$ cat src/cfi_params.svh
`ifndef CFI_PARAMS_SVH
`define CFI_PARAMS_SVH

`define CFI_ADDR_FAULT_ONE 8'h27
`define CFI_ADDR_MASK_ZERO 8'h28
`define CFI_ADDR_MASK_ONE 8'h29

`define CFI_RST_FAULT_ONE 8'h00
`define CFI_RST_MASK_ZERO 8'h00
`define CFI_RST_MASK_ONE 8'h00

`define CFI_WMASK_MASK_ZERO 8'hFF
`define CFI_WMASK_MASK_ONE 8'hD7

`define CFI_BIT_SYS_SHORT 7
`define CFI_BIT_SYS_OV 6
`define CFI_BIT_SRC_OV 5
`define CFI_BIT_SRC_UV 4
`define CFI_BIT_DIE_SHUT 2

`define CFI_BIT_CUR_LIMIT 7
`define CFI_BIT_VOLT_LIMIT 6
`define CFI_BIT_WATCHDOG 5
`define CFI_BIT_WEAK_SRC 4
`define CFI_BIT_PWR_GOOD 3
`define CFI_BIT_IN2_PRES 2
`define CFI_BIT_IN1_PRES 1
`define CFI_BIT_BUS_PRES 0

`define CFI_BIT_CHG_STAT 7
`define CFI_BIT_OPTIMIZER 6
`define CFI_BIT_BUS_STAT 4
`define CFI_BIT_THERM_REG 2
`define CFI_BIT_BAT_PRES 1
`define CFI_BIT_PORT_DET 0

`define CFI_INT_PULSE_CYC 16
`define CFI_INT_GAP_CYC 16
`define CFI_PEND_W 4

`endif

$ cat src/cfi_pkg.sv
package cfi_pkg;

   typedef struct packed {
      logic system_rail_short_fault;
      logic system_rail_overvoltage_fault;
      logic source_mode_overvoltage_fault;
      logic source_mode_undervoltage_fault;
      logic die_thermal_shutdown_fault;
   } cfi_fault_s;

   typedef struct packed {
      logic input_current_limit_state;
      logic source_mode_current_regulation;
      logic input_voltage_limit_state;
      logic source_mode_voltage_regulation;
      logic watchdog_expired;
      logic weak_source;
      logic die_thermal_regulation;
   } cfi_enter_s;

   typedef struct packed {
      logic power_good_indication;
      logic second_input_present;
      logic first_input_present;
      logic input_bus_present;
      logic [2:0] charge_status;
      logic [1:0] input_current_optimizer;
      logic [3:0] input_bus_status;
      logic battery_present;
      logic port_detection_status;
   } cfi_status_s;

   typedef enum logic [2:0] {
      CFI_IDLE = 3'b001,
      CFI_PULSE = 3'b010,
      CFI_GAP = 3'b100
   } cfi_pulse_e;

endpackage

$ cat src/cfi_edge_det.sv
`timescale 1ns/1ns
module cfi_edge_det #(
   parameter int W = 8,
   parameter bit RISE = 1'b1
) (
   input wire logic clk_i,
   input wire logic sys_rst_i,
   input wire logic [W-1:0] sig_i,
   output logic [W-1:0] evt_o
);
   logic [W-1:0] prev_q;
   logic armed_q;

   // first cycle after reset only primes, so a level already high is no event
   always_ff @(posedge clk_i or posedge sys_rst_i) begin
      if (sys_rst_i) begin
         prev_q <= '0;
         armed_q <= 1'b0;
      end else begin
         prev_q <= sig_i;
         armed_q <= 1'b1;
      end
   end

   genvar g;
   generate
      for (g = 0; g < W; g++) begin : g_bit
         if (RISE) begin : g_rise
            assign evt_o[g] = armed_q & sig_i[g] & ~prev_q[g];
         end else begin : g_chg
            assign evt_o[g] = armed_q & (sig_i[g] ^ prev_q[g]);
         end
      end
   endgenerate
endmodule // cfi_edge_det

$ cat src/cfi_int_pulse.sv
`timescale 1ns/1ns
`include "cfi_params.svh"
module cfi_int_pulse
   import cfi_pkg::*;
#(
   parameter int PULSE_CYC = `CFI_INT_PULSE_CYC,
   parameter int GAP_CYC = `CFI_INT_GAP_CYC
) (
   input wire logic clk_i,
   input wire logic sys_rst_i,
   input wire logic start_i,
   output logic take_o,
   output logic int_n_o
);
   localparam int CW = $clog2(PULSE_CYC + GAP_CYC + 1);
   cfi_pulse_e state_q, state_d;
   logic [CW-1:0] cnt_q, cnt_d;

   assign take_o = start_i && (state_q == CFI_IDLE);

   always_comb begin
      state_d = state_q;
      cnt_d = cnt_q;
      case (state_q)
         CFI_IDLE: begin
            if (start_i) begin
               state_d = CFI_PULSE;
               cnt_d = CW'(PULSE_CYC - 1);
            end
         end
         CFI_PULSE: begin
            if (cnt_q == '0) begin
               state_d = CFI_GAP;
               cnt_d = CW'(GAP_CYC - 1);
            end else begin
               cnt_d = cnt_q - 1'b1;
            end
         end
         CFI_GAP: begin
            // gap keeps back-to-back pulses apart so the host sees each one
            if (cnt_q == '0) begin
               state_d = CFI_IDLE;
            end else begin
               cnt_d = cnt_q - 1'b1;
            end
         end
         default: begin
            state_d = CFI_IDLE;
            cnt_d = '0;
         end
      endcase
   end

   always_ff @(posedge clk_i or posedge sys_rst_i) begin
      if (sys_rst_i) begin
         state_q <= CFI_IDLE;
         cnt_q <= '0;
      end else begin
         state_q <= state_d;
         cnt_q <= cnt_d;
      end
   end

   always_ff @(posedge clk_i or posedge sys_rst_i) begin
      if (sys_rst_i) begin
         int_n_o <= 1'b1;
      end else begin
         int_n_o <= (state_d != CFI_PULSE);
      end
   end
endmodule // cfi_int_pulse

$ cat src/cfi_top.sv
// Behaviour
// - system short stop sets fault bit 7
// - system overvoltage stop sets fault bit 6
// - source-mode stop on overvoltage sets bit 5
// - source-mode stop on undervoltage sets bit 4
// - die shutdown rising edge sets bit 2
// - fault flags read-only, zero after reset
// - mask0 bit7 gates current-limit entry pulse
// - mask0 bit6 gates voltage-limit entry pulse
// - mask0 bit5 gates watchdog expiry pulse
// - mask0 bit4 gates weak source pulse
// - mask0 bit3 gates power-good toggle pulse
// - mask0 bits2..0 gate presence change pulses
// - mask1 bit7 gates charge status change
// - mask1 bit6 gates optimizer status change
// - mask1 bit4 gates bus status change
// - mask1 bit2 gates thermal regulation entry
// - mask1 bit1 gates battery presence change
// - mask1 bit0 gates port detection change
// - masks read-write, cleared by reset command
`timescale 1ns/1ns
`include "cfi_params.svh"
module cfi_top
   import cfi_pkg::*;
#(
   parameter int PULSE_CYC = `CFI_INT_PULSE_CYC,
   parameter int GAP_CYC = `CFI_INT_GAP_CYC,
   parameter int PEND_W = `CFI_PEND_W
) (
   input wire logic clk_i,
   input wire logic sys_rst_i,
   input wire logic [7:0] reg_addr_i,
   input wire logic reg_wr_i,
   input wire logic reg_rd_i,
   input wire logic [7:0] reg_wdata_i,
   input wire logic reg_rst_cmd_i,
   input wire cfi_fault_s fault_i,
   input wire cfi_enter_s enter_i,
   input wire cfi_status_s status_i,
   output logic [7:0] reg_rdata_o,
   output logic reg_rvalid_o,
   output logic int_n_o
);

   // register decode
   function automatic logic hit(input logic [7:0] a, input logic [7:0] r);
      return a == r;
   endfunction

   logic wr_mask0;
   logic wr_mask1;
   logic rd_fault;

   assign wr_mask0 = reg_wr_i && hit(reg_addr_i, `CFI_ADDR_MASK_ZERO);
   assign wr_mask1 = reg_wr_i && hit(reg_addr_i, `CFI_ADDR_MASK_ONE);
   assign rd_fault = reg_rd_i && hit(reg_addr_i, `CFI_ADDR_FAULT_ONE);

   // event detection
   logic [4:0] fault_evt;
   cfi_enter_s enter_evt;
   logic [$bits(cfi_status_s)-1:0] chg_evt;
   cfi_status_s chg_s;

   cfi_edge_det #(
      .W(5),
      .RISE(1'b1)
   ) u_fault_edge (
      .clk_i(clk_i),
      .sys_rst_i(sys_rst_i),
      .sig_i(fault_i),
      .evt_o(fault_evt)
   );

   cfi_edge_det #(
      .W($bits(cfi_enter_s)),
      .RISE(1'b1)
   ) u_enter_edge (
      .clk_i(clk_i),
      .sys_rst_i(sys_rst_i),
      .sig_i(enter_i),
      .evt_o(enter_evt)
   );

   cfi_edge_det #(
      .W($bits(cfi_status_s)),
      .RISE(1'b0)
   ) u_change_det (
      .clk_i(clk_i),
      .sys_rst_i(sys_rst_i),
      .sig_i(status_i),
      .evt_o(chg_evt)
   );

   assign chg_s = cfi_status_s'(chg_evt);

   // fault flag register
   cfi_fault_s fault_evt_s;
   logic [7:0] fault_set;
   logic [7:0] fault_q;
   logic [7:0] fault_d;

   assign fault_evt_s = cfi_fault_s'(fault_evt);

   always_comb begin
      fault_set = 8'h00;
      fault_set[`CFI_BIT_SYS_SHORT] = fault_evt_s.system_rail_short_fault;
      fault_set[`CFI_BIT_SYS_OV] = fault_evt_s.system_rail_overvoltage_fault;
      fault_set[`CFI_BIT_SRC_OV] = fault_evt_s.source_mode_overvoltage_fault;
      fault_set[`CFI_BIT_SRC_UV] = fault_evt_s.source_mode_undervoltage_fault;
      fault_set[`CFI_BIT_DIE_SHUT] = fault_evt_s.die_thermal_shutdown_fault;
   end

   // flags clear when the host reads them; a new fault in that same cycle
   // survives the read so the host never misses it
   always_comb begin
      fault_d = fault_q;
      if (rd_fault) begin
         fault_d = 8'h00;
      end
      fault_d = fault_d | fault_set;
   end

   // host writes never reach this register
   always_ff @(posedge clk_i or posedge sys_rst_i) begin
      if (sys_rst_i) begin
         fault_q <= `CFI_RST_FAULT_ONE;
      end else begin
         fault_q <= fault_d;
      end
   end

   // mask registers
   logic [7:0] mask0_q;
   logic [7:0] mask1_q;

   // the reset command wins over a write in the same cycle
   always_ff @(posedge clk_i or posedge sys_rst_i) begin
      if (sys_rst_i) begin
         mask0_q <= `CFI_RST_MASK_ZERO;
      end else if (reg_rst_cmd_i) begin
         mask0_q <= `CFI_RST_MASK_ZERO;
      end else if (wr_mask0) begin
         mask0_q <= reg_wdata_i & `CFI_WMASK_MASK_ZERO;
      end
   end

   always_ff @(posedge clk_i or posedge sys_rst_i) begin
      if (sys_rst_i) begin
         mask1_q <= `CFI_RST_MASK_ONE;
      end else if (reg_rst_cmd_i) begin
         mask1_q <= `CFI_RST_MASK_ONE;
      end else if (wr_mask1) begin
         mask1_q <= reg_wdata_i & `CFI_WMASK_MASK_ONE;
      end
   end

   // qualified interrupt events
   logic [13:0] qual;
   logic [13:0] src_evt;
   logic [13:0] src_mask;
   logic ev_cur;
   logic ev_volt;
   logic ev_chg;
   logic ev_opt;
   logic ev_bus;
   logic ev_det;

   assign ev_cur = enter_evt.input_current_limit_state
                 | enter_evt.source_mode_current_regulation;
   assign ev_volt = enter_evt.input_voltage_limit_state
                  | enter_evt.source_mode_voltage_regulation;
   assign ev_chg = |chg_s.charge_status;
   assign ev_opt = |chg_s.input_current_optimizer;
   assign ev_bus = |chg_s.input_bus_status;
   assign ev_det = chg_s.port_detection_status;

   // every source keeps its own line, so unrelated events in one cycle
   // still give one pulse each
   always_comb begin
      src_evt[0] = ev_cur;
      src_evt[1] = ev_volt;
      src_evt[2] = enter_evt.watchdog_expired;
      src_evt[3] = enter_evt.weak_source;
      src_evt[4] = chg_s.power_good_indication;
      src_evt[5] = chg_s.second_input_present;
      src_evt[6] = chg_s.first_input_present;
      src_evt[7] = chg_s.input_bus_present;
      src_evt[8] = ev_chg;
      src_evt[9] = ev_opt;
      src_evt[10] = ev_bus;
      src_evt[11] = enter_evt.die_thermal_regulation;
      src_evt[12] = chg_s.battery_present;
      src_evt[13] = ev_det;
   end

   always_comb begin
      src_mask[0] = mask0_q[`CFI_BIT_CUR_LIMIT];
      src_mask[1] = mask0_q[`CFI_BIT_VOLT_LIMIT];
      src_mask[2] = mask0_q[`CFI_BIT_WATCHDOG];
      src_mask[3] = mask0_q[`CFI_BIT_WEAK_SRC];
      src_mask[4] = mask0_q[`CFI_BIT_PWR_GOOD];
      src_mask[5] = mask0_q[`CFI_BIT_IN2_PRES];
      src_mask[6] = mask0_q[`CFI_BIT_IN1_PRES];
      src_mask[7] = mask0_q[`CFI_BIT_BUS_PRES];
      src_mask[8] = mask1_q[`CFI_BIT_CHG_STAT];
      src_mask[9] = mask1_q[`CFI_BIT_OPTIMIZER];
      src_mask[10] = mask1_q[`CFI_BIT_BUS_STAT];
      src_mask[11] = mask1_q[`CFI_BIT_THERM_REG];
      src_mask[12] = mask1_q[`CFI_BIT_BAT_PRES];
      src_mask[13] = mask1_q[`CFI_BIT_PORT_DET];
   end

   genvar q;
   generate
      for (q = 0; q < 14; q++) begin : g_qual
         assign qual[q] = src_evt[q] & ~src_mask[q];
      end
   endgenerate

   // pending pulse count
   function automatic logic [3:0] ones(input logic [13:0] v);
      logic [3:0] n;
      n = 4'h0;
      for (int i = 0; i < 14; i++) begin
         n = n + {3'b000, v[i]};
      end
      return n;
   endfunction

   localparam int SW = PEND_W + 1;
   logic [PEND_W-1:0] pend_q;
   logic [PEND_W-1:0] pend_d;
   logic [SW-1:0] pend_sum;
   logic take;
   logic [3:0] new_cnt;

   assign new_cnt = ones(qual);

   // events that land while the pin is busy are queued, not merged;
   // the count saturates, which bounds area at the cost of dropping
   // pulses under an extreme burst
   always_comb begin
      pend_sum = SW'(pend_q) + SW'(new_cnt) - SW'(take);
      if (pend_sum > SW'({PEND_W{1'b1}})) begin
         pend_d = {PEND_W{1'b1}};
      end else begin
         pend_d = pend_sum[PEND_W-1:0];
      end
   end

   always_ff @(posedge clk_i or posedge sys_rst_i) begin
      if (sys_rst_i) begin
         pend_q <= '0;
      end else begin
         pend_q <= pend_d;
      end
   end

   cfi_int_pulse #(
      .PULSE_CYC(PULSE_CYC),
      .GAP_CYC(GAP_CYC)
   ) u_pulse (
      .clk_i(clk_i),
      .sys_rst_i(sys_rst_i),
      .start_i(pend_q != '0),
      .take_o(take),
      .int_n_o(int_n_o)
   );

   // read path
   logic [7:0] rdata_d;

   always_comb begin
      rdata_d = 8'h00;
      case (reg_addr_i)
         `CFI_ADDR_FAULT_ONE: begin
            rdata_d = fault_q;
         end
         `CFI_ADDR_MASK_ZERO: begin
            rdata_d = mask0_q;
         end
         `CFI_ADDR_MASK_ONE: begin
            rdata_d = mask1_q & `CFI_WMASK_MASK_ONE;
         end
         default: begin
            rdata_d = 8'h00;
         end
      endcase
   end

   always_ff @(posedge clk_i or posedge sys_rst_i) begin
      if (sys_rst_i) begin
         reg_rdata_o <= 8'h00;
      end else if (reg_rd_i) begin
         reg_rdata_o <= rdata_d;
      end
   end

   always_ff @(posedge clk_i or posedge sys_rst_i) begin
      if (sys_rst_i) begin
         reg_rvalid_o <= 1'b0;
      end else begin
         reg_rvalid_o <= reg_rd_i;
      end
   end

endmodule // cfi_top

$ cat config.mk
export PLATFORM = sky130hd
export DESIGN_NAME = cfi_top
export DESIGN_NICKNAME = d
export VERILOG_FILES = /design/src/cfi_pkg.sv /design/src/cfi_edge_det.sv /design/src/cfi_int_pulse.sv /design/src/cfi_top.sv
export VERILOG_INCLUDE_DIRS = /design/src
export SDC_FILE = /design/constraint.sdc
export NUM_CORES = 1
export LEC_CHECK = 0
export BUFFER_PORTS_ARGS = -buffer_cell sky130_fd_sc_hd__buf_2
export CAP_MARGIN = 20
export CORE_ASPECT_RATIO = 1.5
export CORE_MARGIN = 3
export CORE_UTILIZATION = 25
export DETAILED_ROUTE_END_ITERATION = 10
export PLACE_DENSITY_LB_ADDON = 0.25
export REMOVE_ABC_BUFFERS = 1
export SLEW_MARGIN = 10
export SYNTH_ARGS = -nofsm -noshare
export SYNTH_HDL_FRONTEND = slang
export SYNTH_SLANG_ARGS = --single-unit
$ cat constraint.sdc
create_clock -name clk_i -period 6 [get_ports clk_i]
set_clock_uncertainty 0.05 [all_clocks]
set_input_delay 0 -clock clk_i [delete_from_list [all_inputs] [get_ports clk_i]]
set_output_delay 0 -clock clk_i [all_outputs]
set_load 0.1 [all_outputs]
# Word-level counts from Yosys, hierarchy flattened
# Index checks and enable logic that the tools add are counted.
# classes
mul	0
n_bitwise	97
reduce_logical	12
n_shift	0
eq_ne	9
div	0
mux	15
addsub	16
n_lt_le_gt_ge	1
# op_table
operator	n
AND 1 bit	53
adder 4 x 1 -> 4 bit	10
2-to-1 mux 8 bit	5
NOT 1 bit	26
== test 8 x 6 -> 1 bit, second input constant	3
one-hot mux 8 bit (3 select lines)	1
2-to-1 mux 6 bit	3
one-hot mux 6 bit (3 select lines)	1
XOR 1 bit	15
2-to-1 mux 3 bit	3
one-hot mux 3 bit (3 select lines)	1
OR 8 bit	1
logical NOT 6 bit	1
subtractor 6 x 1 -> 6 bit, second input constant	1
adder 4 x 4 -> 5 bit	1
greater-than comparator 5 x 4 -> 1 bit, second input constant	1
subtractor 5 x 1 -> 5 bit	1
adder 3 x 1 -> 4 bit	1
logical AND 1 bit	4
2-to-1 mux 4 bit	1
nonzero test 2 bit	2
nonzero test 4 bit	1
OR reduction 4 bit	1
adder 2 x 1 -> 3 bit	1
other kinds (11)	12
# word_totals
ramBits	0
elab_cells	163
register_bits	75
memories	0
romBits	0
inputBits	48
latchBits	0

# Logic depth before layout (Yosys ltp)
# Gate-level depths: netlist (run 1).
# logic_depth
ltp_word	21
ltp_mapped	17
mapped_depth_nobuf	16

# By module
# From an unflattened synthesis (run 1), not the netlist that was laid out.
# hier_totals
cells_unflattened	319
hier_area_um2	3718.6
# by_module_without_submodules
mod	cells_per_inst	area_each_um2	instances	seq_area_each_um2
cfi_top	180	1984.4	1	800.8
cfi_edge_det (u_change_det)	49	658.1	1	400.4
cfi_int_pulse	60	605.6	1	252.7
cfi_edge_det (u_enter_edge)	17	269.0	1	200.2
cfi_edge_det (u_fault_edge)	13	201.4	1	150.1

# Least setup slack after synthesis (run 1)
# OpenSTA, ideal clock, no wires.
# synth_path
path_kind	register to register
from	register u_change_det.armed_q
to	register pend_q[1]
arrival_time_ns	4.277
synth_period_minus_slack_ns	4.460
n_path_buf	2
path_stages_with_launch	18
t_required_ns	5.817
slack_ns	1.540
setup_ns	0.133
cell_sequence	dfrtp_1 -> clkbuf_1 -> clkbuf_1 -> nand3b_1 -> fa_1 -> inv_1 -> fa_1 -> inv_1 -> fa_1 -> inv_1 -> fa_1 -> fa_1 -> inv_1 -> fa_1 -> nor2b_1 -> o21ai_0 -> a21oi_1 -> o21ai_0
# synth_via
elab_chain_len	21
elab_cells_between_ends	65
classes_between	15 x add/sub; 1 x order compare; 1 x mux; 45 x bitwise; 3 x reduce/logical
# synth_lines
item	line_no	text
start, declared	cfi_edge_det.sv:12	logic armed_q;
start signal, assigned	cfi_edge_det.sv:18	armed_q <= 1'b0;
start signal, assigned	cfi_edge_det.sv:21	armed_q <= 1'b1;
AND 1 bit (2 in series)	-	
OR 1 bit (on tied branches)	-	
AND 1 bit	-	
adder 1 x 1 -> 2 bit	-	
adder 2 x 1 -> 3 bit	-	
adder 3 x 1 -> 4 bit	-	
adder 4 x 1 -> 4 bit (9 in series)	cfi_top.sv:225	n = n + {3'b000, v[i]};
adder 4 x 1 -> 4 bit (*)	cfi_top.sv:225	
adder 4 x 4 -> 5 bit (*)	cfi_top.sv:243	pend_sum = SW'(pend_q) + SW'(new_cnt) - SW'(take);
subtractor 5 x 1 -> 5 bit (*)	cfi_top.sv:243	
greater-than comparator 5 x 4 -> 1 bit	cfi_top.sv:244	if (pend_sum > SW'({PEND_W{1'b1}})) begin
2-to-1 mux 4 bit (*)	cfi_top.sv:244	
named net pend_d[1]	cfi_top.sv:232	logic [PEND_W-1:0] pend_d;
end signal, assigned	cfi_top.sv:255	pend_q <= pend_d;
end, declared	cfi_top.sv:231	logic [PEND_W-1:0] pend_q;
# Mark *: on every way through the listed nets, which the timed path passes. The rest lies on a longest branch.
# A chain may end at the register's enable or synchronous reset.

# Final worst setup path (run 1)
# layout_path
from	register u_change_det.armed_q
to	register pend_q[2]
# Same word-level chain as after synthesis.

==> results of run 1 <==
## power breakdown
group / total (uW) / switching [uW] / internal, uW
clock network: 590 / 203 / 386
registers: 594 / 54.9 / 539
logic: 842 / 461 / 381
## layout make-up
type / instances / area, sq um
Clock buffer: 11 / 253
Clock inverter: 5 / 81.3
Fill cell: 1344 / 8880
Inverter: 26 / 97.6
Multi-Input combinational cell: 201 / 1620
Sequential cell: 70 / 1750
Tap cell: 162 / 203
Timing Repair Buffer: 100 / 713
## through the flow
step           hold slack, ns  power (uW)
3_5_place_dp           0.0737        1440
3_3_place_gp           0.0731        1420
5_1_grt                0.0471        2220
2_1_floorplan         -0.0186        1230
4_1_cts                0.0239        2060
6_report               0.0341        2030
## per-layer routing
layer  vias up  share of wire
met4         0          0.018
met5         -              0
li1       1272              -
met2        59           0.55
met1      1276           0.40
met3        11          0.031
## worst register-to-register path, delay by kind of cell, from the launching register on
| family | cells | cell delay, ns |
|---|---|---|
| adders and majority gates | 6 | 2.63 |
| AOI/OAI and AO/OA | 4 | 0.64 |
| buffers and inverters | 4 | 0.22 |
| DFF | 1 | 0.73 |
| and+or+nand+nor | 2 | 0.35 |
## cells in the final DEF, fill, tap and decap left out, types with 3 or more instances in the layout
| cell | instances |
|---|---|
| nor2_1 | 24 |
| dfrtp_1 | 68 |
| a22oi_1 | 5 |
| nand3b_1 | 6 |
| nand2b_1 | 5 |
| a21oi_1 | 7 |
| nor3_1 | 4 |
| clkbuf_16 | 9 |
| nor3b_1 | 8 |
| o21ai_1 | 4 |
| nand2_1 | 11 |
| o2bb2ai_1 | 8 |
| o21ai_0 | 11 |
| a32o_1 | 3 |
| ha_1 | 12 |
| xnor2_1 | 4 |
| inv_1 | 25 |
| fa_1 | 11 |
| xor2_1 | 15 |
| buf_2 | 57 |
| and3_1 | 3 |
| mux2i_1 | 16 |
| nor2b_1 | 5 |
| dlygate4sd3_1 | 42 |
| a32oi_1 | 4 |
## logic make-up (layout without fill, tap and decap cells)
kind of cell               count (synthesis)  after routing  synth area share
muxes                                     16             16            0.0457
adders and majority gates                 23             23             0.106
xor gates and xnor gates                  19             19            0.0475
buffers and inverters                     34            142            0.0375
AOI/OAI and AO/OA                         55             55             0.112
and+or+nand+nor                           87             87             0.150
DFF                                       70             70             0.501
other                                      1              1           0.00107
## path summary, 6_finish.rpt
| path | start | to | slack, ns | cells past startpoint |
|---|---|---|---|---|
| setup / recovery | u_change_det.armed_q | pend_q[2] | 1.26 | 16 |
| hold / removal | reg_addr_i[2] | reg_rdata_o[1] | 0.03 | 4 |
| setup reg to reg | u_change_det.armed_q | pend_q[2] | 1.26 | 16 |
| hold reg to reg | u_fault_edge.prev_q[3] | fault_q[6] | 0.37 | 1 |
| max in group asynchronous | sys_rst_i | mask1_q[0] | 4.89 | 4 |
| min in group asynchronous | sys_rst_i | u_pulse.state_q[1] | 0.42 | 4 |
## flip-flops by register name, summed over array words and instances (netlist names)
register and cells:
u_pulse.state_q 3, u_pulse.cnt_q 6, mask1_q 6, fault_q 5, u_pulse.int_n_o 1, reg_rdata_o 8, reg_rvalid_o 1, u_change_det.prev_q 15
u_change_det.armed_q 1, u_fault_edge.prev_q 5, u_enter_edge.prev_q 7, mask0_q 8, pend_q 4
==> flow_summary.toml, run 1 <==
[critical_path]
crit_buf_inv = 4
cp_max_fo = 19
cp_top_family = "adder cells"
start_kind = "flop"
setup.worst_path.class = "flop to flop"
slowest_delay_ns = 0.73
cp_data_arrival_time_ns = 4.89
endpoint_kind = "flop"
path_cells = "nor2b_1 -> o21ai_0 -> fa_1 -> inv_1 -> fa_1 -> inv_1 -> fa_1 -> inv_1 -> fa_1 -> fa_1 -> inv_1 -> fa_1 -> nor2b_1 -> o21ai_0 -> a21oi_1 -> o22ai_1"
crit_top_cell = "fa_1"
critPathSlowestCell = "dfrtp_1"
required_ns = 6.15

[floorplanning]
io_pins = 58
start_util = 0.258
die_area_sq_mm = 0.0155
fp.coreArea_sq_mm = 0.0136
die_h_microns = 151
die_width_microns = 103
rows = 52

[logic_synthesis]
yosys_warnings = 0
synth_common_cells = "dfrtp_1, inv_1, nor2_1"
synthTopCellsByArea = "dfrtp_1, fa_1, mux2i_1, ha_1, xor2_1"
synthCells = 305
ys_types = 54
synth_top_area_share = 0.486
synth_edf_count = 0
synthFlopType = "dfrtp_1"
synth_top_area_cell = "dfrtp_1"
synth-seq-area-share = 0.501
yosys.cell_count.top_type = "dfrtp_1"
ys_ff_latch = 70
syn-cell-area_sq_mm = 0.00350
async_flop_share = 1.00
syn_area_per_cell_sq_um = 11.5

[placement]
place_ws_ns = 1.24
io_buffers = 57
dp_cells = 517
place_congestion = 0.830
dpl.hpwl_microns = 6250
place_area_sq_mm = 0.00397

[clocking]
numClockSinks = 70
htree_levels = 3
cts_inserted_buffers = 9
post_cts_resize_count = 0
root_buffer = "clkbuf_16"
cts_tree = "done"
ctsHoldBuffers = 42
worstSkewPairLatency_ns = 0.33
cts_buffer_depth = 2
clk_pin_slew_ns = 0.05
cts_setup_buffers = 0

[timing]
postLayoutSetupSlackWorst_ns = 1.26
fmax_mhz = 211
setup_viol = 0
tightestPinTransition_ns = 0.890
tns_ns = 0
relSlewSlack = 0.407
slew_violations = 0
layout_min_cycle_time_ns = 4.74
rsz0062_at_grt = "false"
final_hold_viol_count = 0
fin_crit_sh = 0.790

[routing]
ant_nets = 0
wl_per_cell_microns = 14.8
drcViolationCount = 0
drt-vias-per-instance = 4.55
drtIter0Drc = 65
wl_microns = 8500
drtPass1Iterations = 4
vias = 2618

[final_layout]
postLayoutCellArea_sq_mm = 0.00472
area_growth_pct = 34.7
fin_util = 0.347
antenna_cells = 0
stdcell_count = 575
drive_above_1_share = 0.213
finalNetCount = 479

[flow_run]
maxCapViolCount = 0

[global_routing]
grt_pass1_wl_microns = 14200
grtUsageMet3 = 0.0281
grtUsageMet2 = 0.213
antenna_found_initial = 0
met1_usage = 0.141
gr-usage-all-layers = 0.120
overflow = 0
grt_max_degree = 71
busiest_layer = "met2"
grt_pass1_vias = 2837

[outcome]
outcome = "finished, final reports clean"

[min_path]
hold_class = "input port to flop"

[power_and_ir_drop]
power_density_mw_per_mm2 = 429
vdd_drop_max_v = 0.000157
p_leak_uw = 0.00226
Power figures use the tool's default switching activity.
==> run 2: changes to the inputs <==
ABC_AREA = 1   (was default)
clock period = 3.9 ns   (was 6 ns; I/O delays follow)
==> flow_summary.toml, run 2 <==
[clocking]
cts_buffer_depth = 2
numClockSinks = 70
cts_inserted_buffers = 9
clk_pin_slew_ns = 0.07
worstSkewPairLatency_ns = 0.33
cts_tree = "done"
root_buffer = "clkbuf_16"
htree_levels = 3

[final_layout]
area_growth_pct = 38.7
drive_above_1_share = 0.248
finalNetCount = 571
regMostFlops = "u_change_det.prev_q"
postLayoutCellArea_sq_mm = 0.00487
antenna_cells = 0
final_cell_mix = "nand2_1, dfrtp_1, buf_2"
final_common_cell = "nand2_1"
largest_reg_flops = 15
biggestRegsByFlops = "u_change_det.prev_q: 15 flops, mask0_q: 8 flops, reg_rdata_o: 8 flops"

[logic_synthesis]
async_flop_share = 1.00
synthCells = 376
synthFlopType = "dfrtp_1"
yosys.cell_count.top_type = "nand2_1"
ys_ff_latch = 70
ys_types = 35
syn_area_per_cell_sq_um = 9.33
yosys_warnings = 0
synth-seq-area-share = 0.500
synth_edf_count = 0
synth_top_area_share = 0.485
syn-cell-area_sq_mm = 0.00351
synth_top_area_cell = "dfrtp_1"
synthTopCellsByArea = "dfrtp_1, nand2_1, nand3_1, fa_1, inv_1"
synth_common_cells = "nand2_1, dfrtp_1, inv_1"

[outcome]
violations = "negative setup slack"
outcome = "finished, violations left"

[floorplanning]
die_area_sq_mm = 0.0155
fp.coreArea_sq_mm = 0.0136
die_width_microns = 103
rows = 52
die_h_microns = 151
io_pins = 58
start_util = 0.258

[power_and_ir_drop]
intPower_uw = 2010
p_seq_frac = 0.273
p_sw_uw = 1210
power_density_mw_per_mm2 = 661
total_power_uw = 3220
pwr-share-clk = 0.254
comb_power_share = 0.473
vdd_drop_max_v = 0.000333
p_leak_uw = 0.00243
swShare = 0.375

[global_routing]
grt_pass1_wl_microns = 14000
antenna_found_initial = 0
grt_max_degree = 46
overflow = 0
grt_pass1_vias = 2979
gr-usage-all-layers = 0.117

[timing]
setup_viol = 4
slew_violations = 0
layout_min_cycle_time_ns = 4.17
fin_crit_sh = 1.07
postLayoutSetupSlackWorst_ns = -0.274
fmax_mhz = 240
rsz0062_at_grt = "true"
final_hold_viol_count = 0

[critical_path]
crit_top_cell = "fa_1"
slowest_delay_ns = 0.54
setup.worst_path.class = "flop to flop"
start_kind = "flop"
required_ns = 4.05
reg2reg_slack_ns = -0.27
cp_data_arrival_time_ns = 4.32
path_cells = "a211oi_2 -> o21ai_1 -> fa_1 -> inv_1 -> fa_1 -> inv_2 -> fa_1 -> inv_1 -> fa_1 -> fa_2 -> inv_2 -> fa_2 -> o21bai_1 -> a21oi_2 -> inv_1 -> nand2_2 -> nand3b_1"
endpoint_kind = "flop"
critPathSlowestCell = "fa_1"
cp_max_fo = 4

[placement]
place_congestion = 0.789
place_area_sq_mm = 0.00412
place_ws_ns = -0.489
dpl.hpwl_microns = 6390
io_buffers = 57

[routing]
drcViolationCount = 0
drtPass1Iterations = 4
wl_microns = 8530
drtIter0Drc = 102
wl_per_cell_microns = 12.8
vias = 2868
drt-vias-per-instance = 4.30
ant_nets = 0

[flow_run]
maxCapViolCount = 0

[min_path]
hold_class = "input port to flop"
run 2: cell types whose count changed in the layout (fill, tap and decap cells not counted), sizes merged, moves of 8 or more:
cell     previous run  this run
o2bb2ai             8         0
o21ai              15        33
nor3b               9         0
inv                26        52
nor2               24        14
nand2              11        83
mux2i              16         0
buf                58        82
nand3               3        47
run 2: per-stage QoR:
| stage | std cells | hold slack [ns] | TNS (ns) | util |
|---|---|---|---|---|
| 2_1_floorplan | 369 | -0.0186 | -2.37 | - |
| 3_3_place_gp | 609 | 0.0725 | -1.63 | 0.303 |
| 3_5_place_dp | 609 | 0.0749 | -1.92 | 0.303 |
| 4_1_cts | 666 | 0.0261 | -1.19 | 0.356 |
| 5_1_grt | 667 | 0.0759 | -2.13 | 0.358 |
| 6_report | 667 | 0.0393 | -1.05 | 0.358 |
run 2: per-layer routing:
layer,routed length [microns],share of wire,vias to the layer above,GRT usage
li1,-,-,1452,-
met1,3550,0.42,1367,0.137
met2,4570,0.54,42,0.209
met3,275,0.032,7,0.0212
met4,127,0.015,0,0.0460
met5,0,0,-,0
run 2: area by class of cell:
type / instances / area (sq um)
timing repair buffer: 120 / 866
sequential: 70 / 1750
clock buffer: 9 / 225
tap: 162 / 203
clock inverter: 7 / 72.6
multi-input combinational: 246 / 1550
inverter: 53 / 201
fill: 1371 / 8730
run 2: path summary, 6_finish.rpt:
check | start | end | cells after the start
min | reg_addr_i[1] | reg_rdata_o[3] | 4
max | mask1_q[0] | pend_q[0] | 17
max in group asynchronous | sys_rst_i | u_enter_edge.prev_q[0] | 5
min in group asynchronous | sys_rst_i | u_pulse.cnt_q[2] | 3
min reg2reg | u_fault_edge.prev_q[2] | fault_q[5] | 1
max reg2reg | mask1_q[0] | pend_q[0] | 17
run 2: worst max-delay path: cells and delay by family, from the launching register on:
kind	cells	cell delay (ns)
AOI/OAI and AO/OA	4	0.55
adders and majority gates	6	2.59
buffers and inverters	5	0.29
DFF	1	0.39
and+or+nand+nor	2	0.18
run 2: logic make-up after synthesis:
logic type	after synthesis	share of synthesized area
and+or+nand+nor	157	0.210
buffers and inverters	60	0.0667
AOI/OAI and AO/OA	47	0.0717
DFF	70	0.500
adders and majority gates	23	0.106
xor gates and xnor gates	18	0.0449
other	1	0.00107
run 2: power groups by stage:
stage | logic (uW) | registers [uW] | clock network, uW
2_1_floorplan | 1030 | 932 | 0
4_1_cts | 1520 | 880 | 839
3_5_place_dp | 1430 | 892 | 0
3_3_place_gp | 1400 | 892 | 0
5_1_grt | 1770 | 889 | 869
6_report | 1520 | 880 | 817
run 2: repair_timing:
item	CTS	global route
gates resized for setup	9	4
setup buffers	3	0
endpoints found under the hold margin	97	0
pin swaps	10	3
setup endpoints to repair	4	4
hold buffers	38	0
==> run 3: changes to the inputs <==
HOLD_SLACK_MARGIN = 0.06   (was default)
==> flow_summary.toml, run 3 (synthesis gave the netlist of run 2 again) <==
[flow_run]
maxCapViolCount = 0

[outcome]
violations = "negative setup slack"
outcome = "finished, violations left"

[floorplanning]
die_width_microns = 103
fp.coreArea_sq_mm = 0.0136
die_area_sq_mm = 0.0155
io_pins = 58
die_h_microns = 151
start_util = 0.258
rows = 52

[global_routing]
grt_pass1_wl_microns = 14100
antenna_found_initial = 0
gr-usage-all-layers = 0.118
grt_pass1_vias = 3002
grt_max_degree = 46
overflow = 0

[final_layout]
regMostFlops = "u_change_det.prev_q"
area_growth_pct = 39.6
fillers = 1369
final_cell_mix = "nand2_1, dfrtp_1, buf_2"
drive_above_1_share = 0.246
finalNetCount = 574
final_common_cell = "nand2_1"
stdcell_count = 670
biggestRegsByFlops = "u_change_det.prev_q: 15 flops, mask0_q: 8 flops, reg_rdata_o: 8 flops"
largest_reg_flops = 15
antenna_cells = 0

[clocking]
cts_tree = "done"
numClockSinks = 70
htree_levels = 3
root_buffer = "clkbuf_16"
worstSkewPairLatency_ns = 0.33
clk_pin_slew_ns = 0.06
cts_inserted_buffers = 9
cts_buffer_depth = 2

[routing]
wl_microns = 8510
drt-vias-per-instance = 4.29
ant_nets = 0
drtIter0Drc = 102
drcViolationCount = 0
wl_per_cell_microns = 12.7
drtPass1Iterations = 6
vias = 2875

[timing]
slew_violations = 0
holdWs_ns = 0.0705
final_hold_viol_count = 0
fin_crit_sh = 1.07
setup_viol = 4
fmax_mhz = 240
postLayoutSetupSlackWorst_ns = -0.271
layout_min_cycle_time_ns = 4.17
rsz0062_at_grt = "true"

[critical_path]
cp_data_arrival_time_ns = 4.32
setup.worst_path.class = "flop to flop"
critPathSlowestCell = "fa_1"
required_ns = 4.05
slowest_delay_ns = 0.54
endpoint_kind = "flop"
start_kind = "flop"
path_cells = "a211oi_2 -> o21ai_1 -> fa_1 -> inv_1 -> fa_1 -> inv_2 -> fa_1 -> inv_1 -> fa_1 -> fa_2 -> inv_2 -> fa_2 -> o21bai_1 -> a21oi_2 -> inv_1 -> nand2_2 -> nand3b_1"
cp-startpoint = "mask1_q[0]"
reg2reg_depth = 17
crit_top_cell = "fa_1"
r2r_start = "mask1_q[0]"
cp_max_fo = 4

[placement]
dp_cells = 609
dpl.hpwl_microns = 6390
io_buffers = 57
place_congestion = 0.789

[min_path]
hp-start = "reg_wr_i"
hold_class = "input port to flop"
holdPathStages = 4

[power_and_ir_drop]
power_density_mw_per_mm2 = 657
p_leak_uw = 0.00244
vdd_drop_max_v = 0.000334
[run 3: metrics by stage]
step / util / instance area, sq um / total power, uW / setup slack (ns) / TNS, ns
2_1_floorplan: - / 3480 / 1960 / -0.595 / -2.37
3_3_place_gp: 0.303 / 4120 / 2290 / -0.408 / -1.63
3_5_place_dp: 0.303 / 4120 / 2320 / -0.489 / -1.92
4_1_cts: 0.358 / 4870 / 3240 / -0.306 / -1.19
5_1_grt: 0.360 / 4900 / 3530 / -0.540 / -2.13
6_report: 0.360 / 4900 / 3220 / -0.271 / -1.03
[run 3: worst max-delay path, delay by kind of cell (launching register included)]
kind            cells  cell delay (ns)
fa+ha+maj           6             2.59
compound gates      4             0.55
flops               1             0.39
buf+inv             5             0.29
simple gates        2             0.18
[run 3: layout make-up]
cell class                 count  area (sq um)  area share
sequential                    70          1750       0.358
multi-input combinational    246          1550       0.316
timing repair buffer         123           896       0.183
clock buffer                   9           225      0.0460
tap                          162           203      0.0414
inverter                      53           201      0.0411
clock inverter                 7          72.6      0.0148
[run 3: per-layer routing]
metal / vias up / track usage / routed length, microns
met3: 7 / 0.0212 / 246
li1: 1457 / - / -
met2: 44 / 0.210 / 4520
met1: 1367 / 0.138 / 3630
met4: 0 / 0.0460 / 120
met5: - / 0 / 0
[run 3: worst paths after layout]
kind,slack (ns),end
setup reg to reg,-0.27,pend_q[0]
hold / removal,0.07,mask0_q[1]
max in group asynchronous,2.78,u_enter_edge.prev_q[0]
min in group asynchronous,0.14,u_pulse.cnt_q[2]
hold reg to reg,0.39,fault_q[5]
setup / recovery,-0.27,pend_q[0]
[run 3: report_power, final]
part,total [uW],internal (uW),switching [uW],leakage (uW)
Combinational,1520,682,840,0.00145
Sequential,880,834,46.1,0.000857
Clock,818,497,321,0.000142
Total,3220,2010,1210,0.00244
[run 3: repair_timing]
item / 4_1_cts / 5_1_grt
gates cloned: 0 / 0
endpoints found under the setup margin: 4 / 4
pin swaps: 10 / 3
hold buffers: 41 / 0
setup buffers: 3 / 0
endpoints found under the hold margin: 97 / 0
resized for setup: 9 / 4
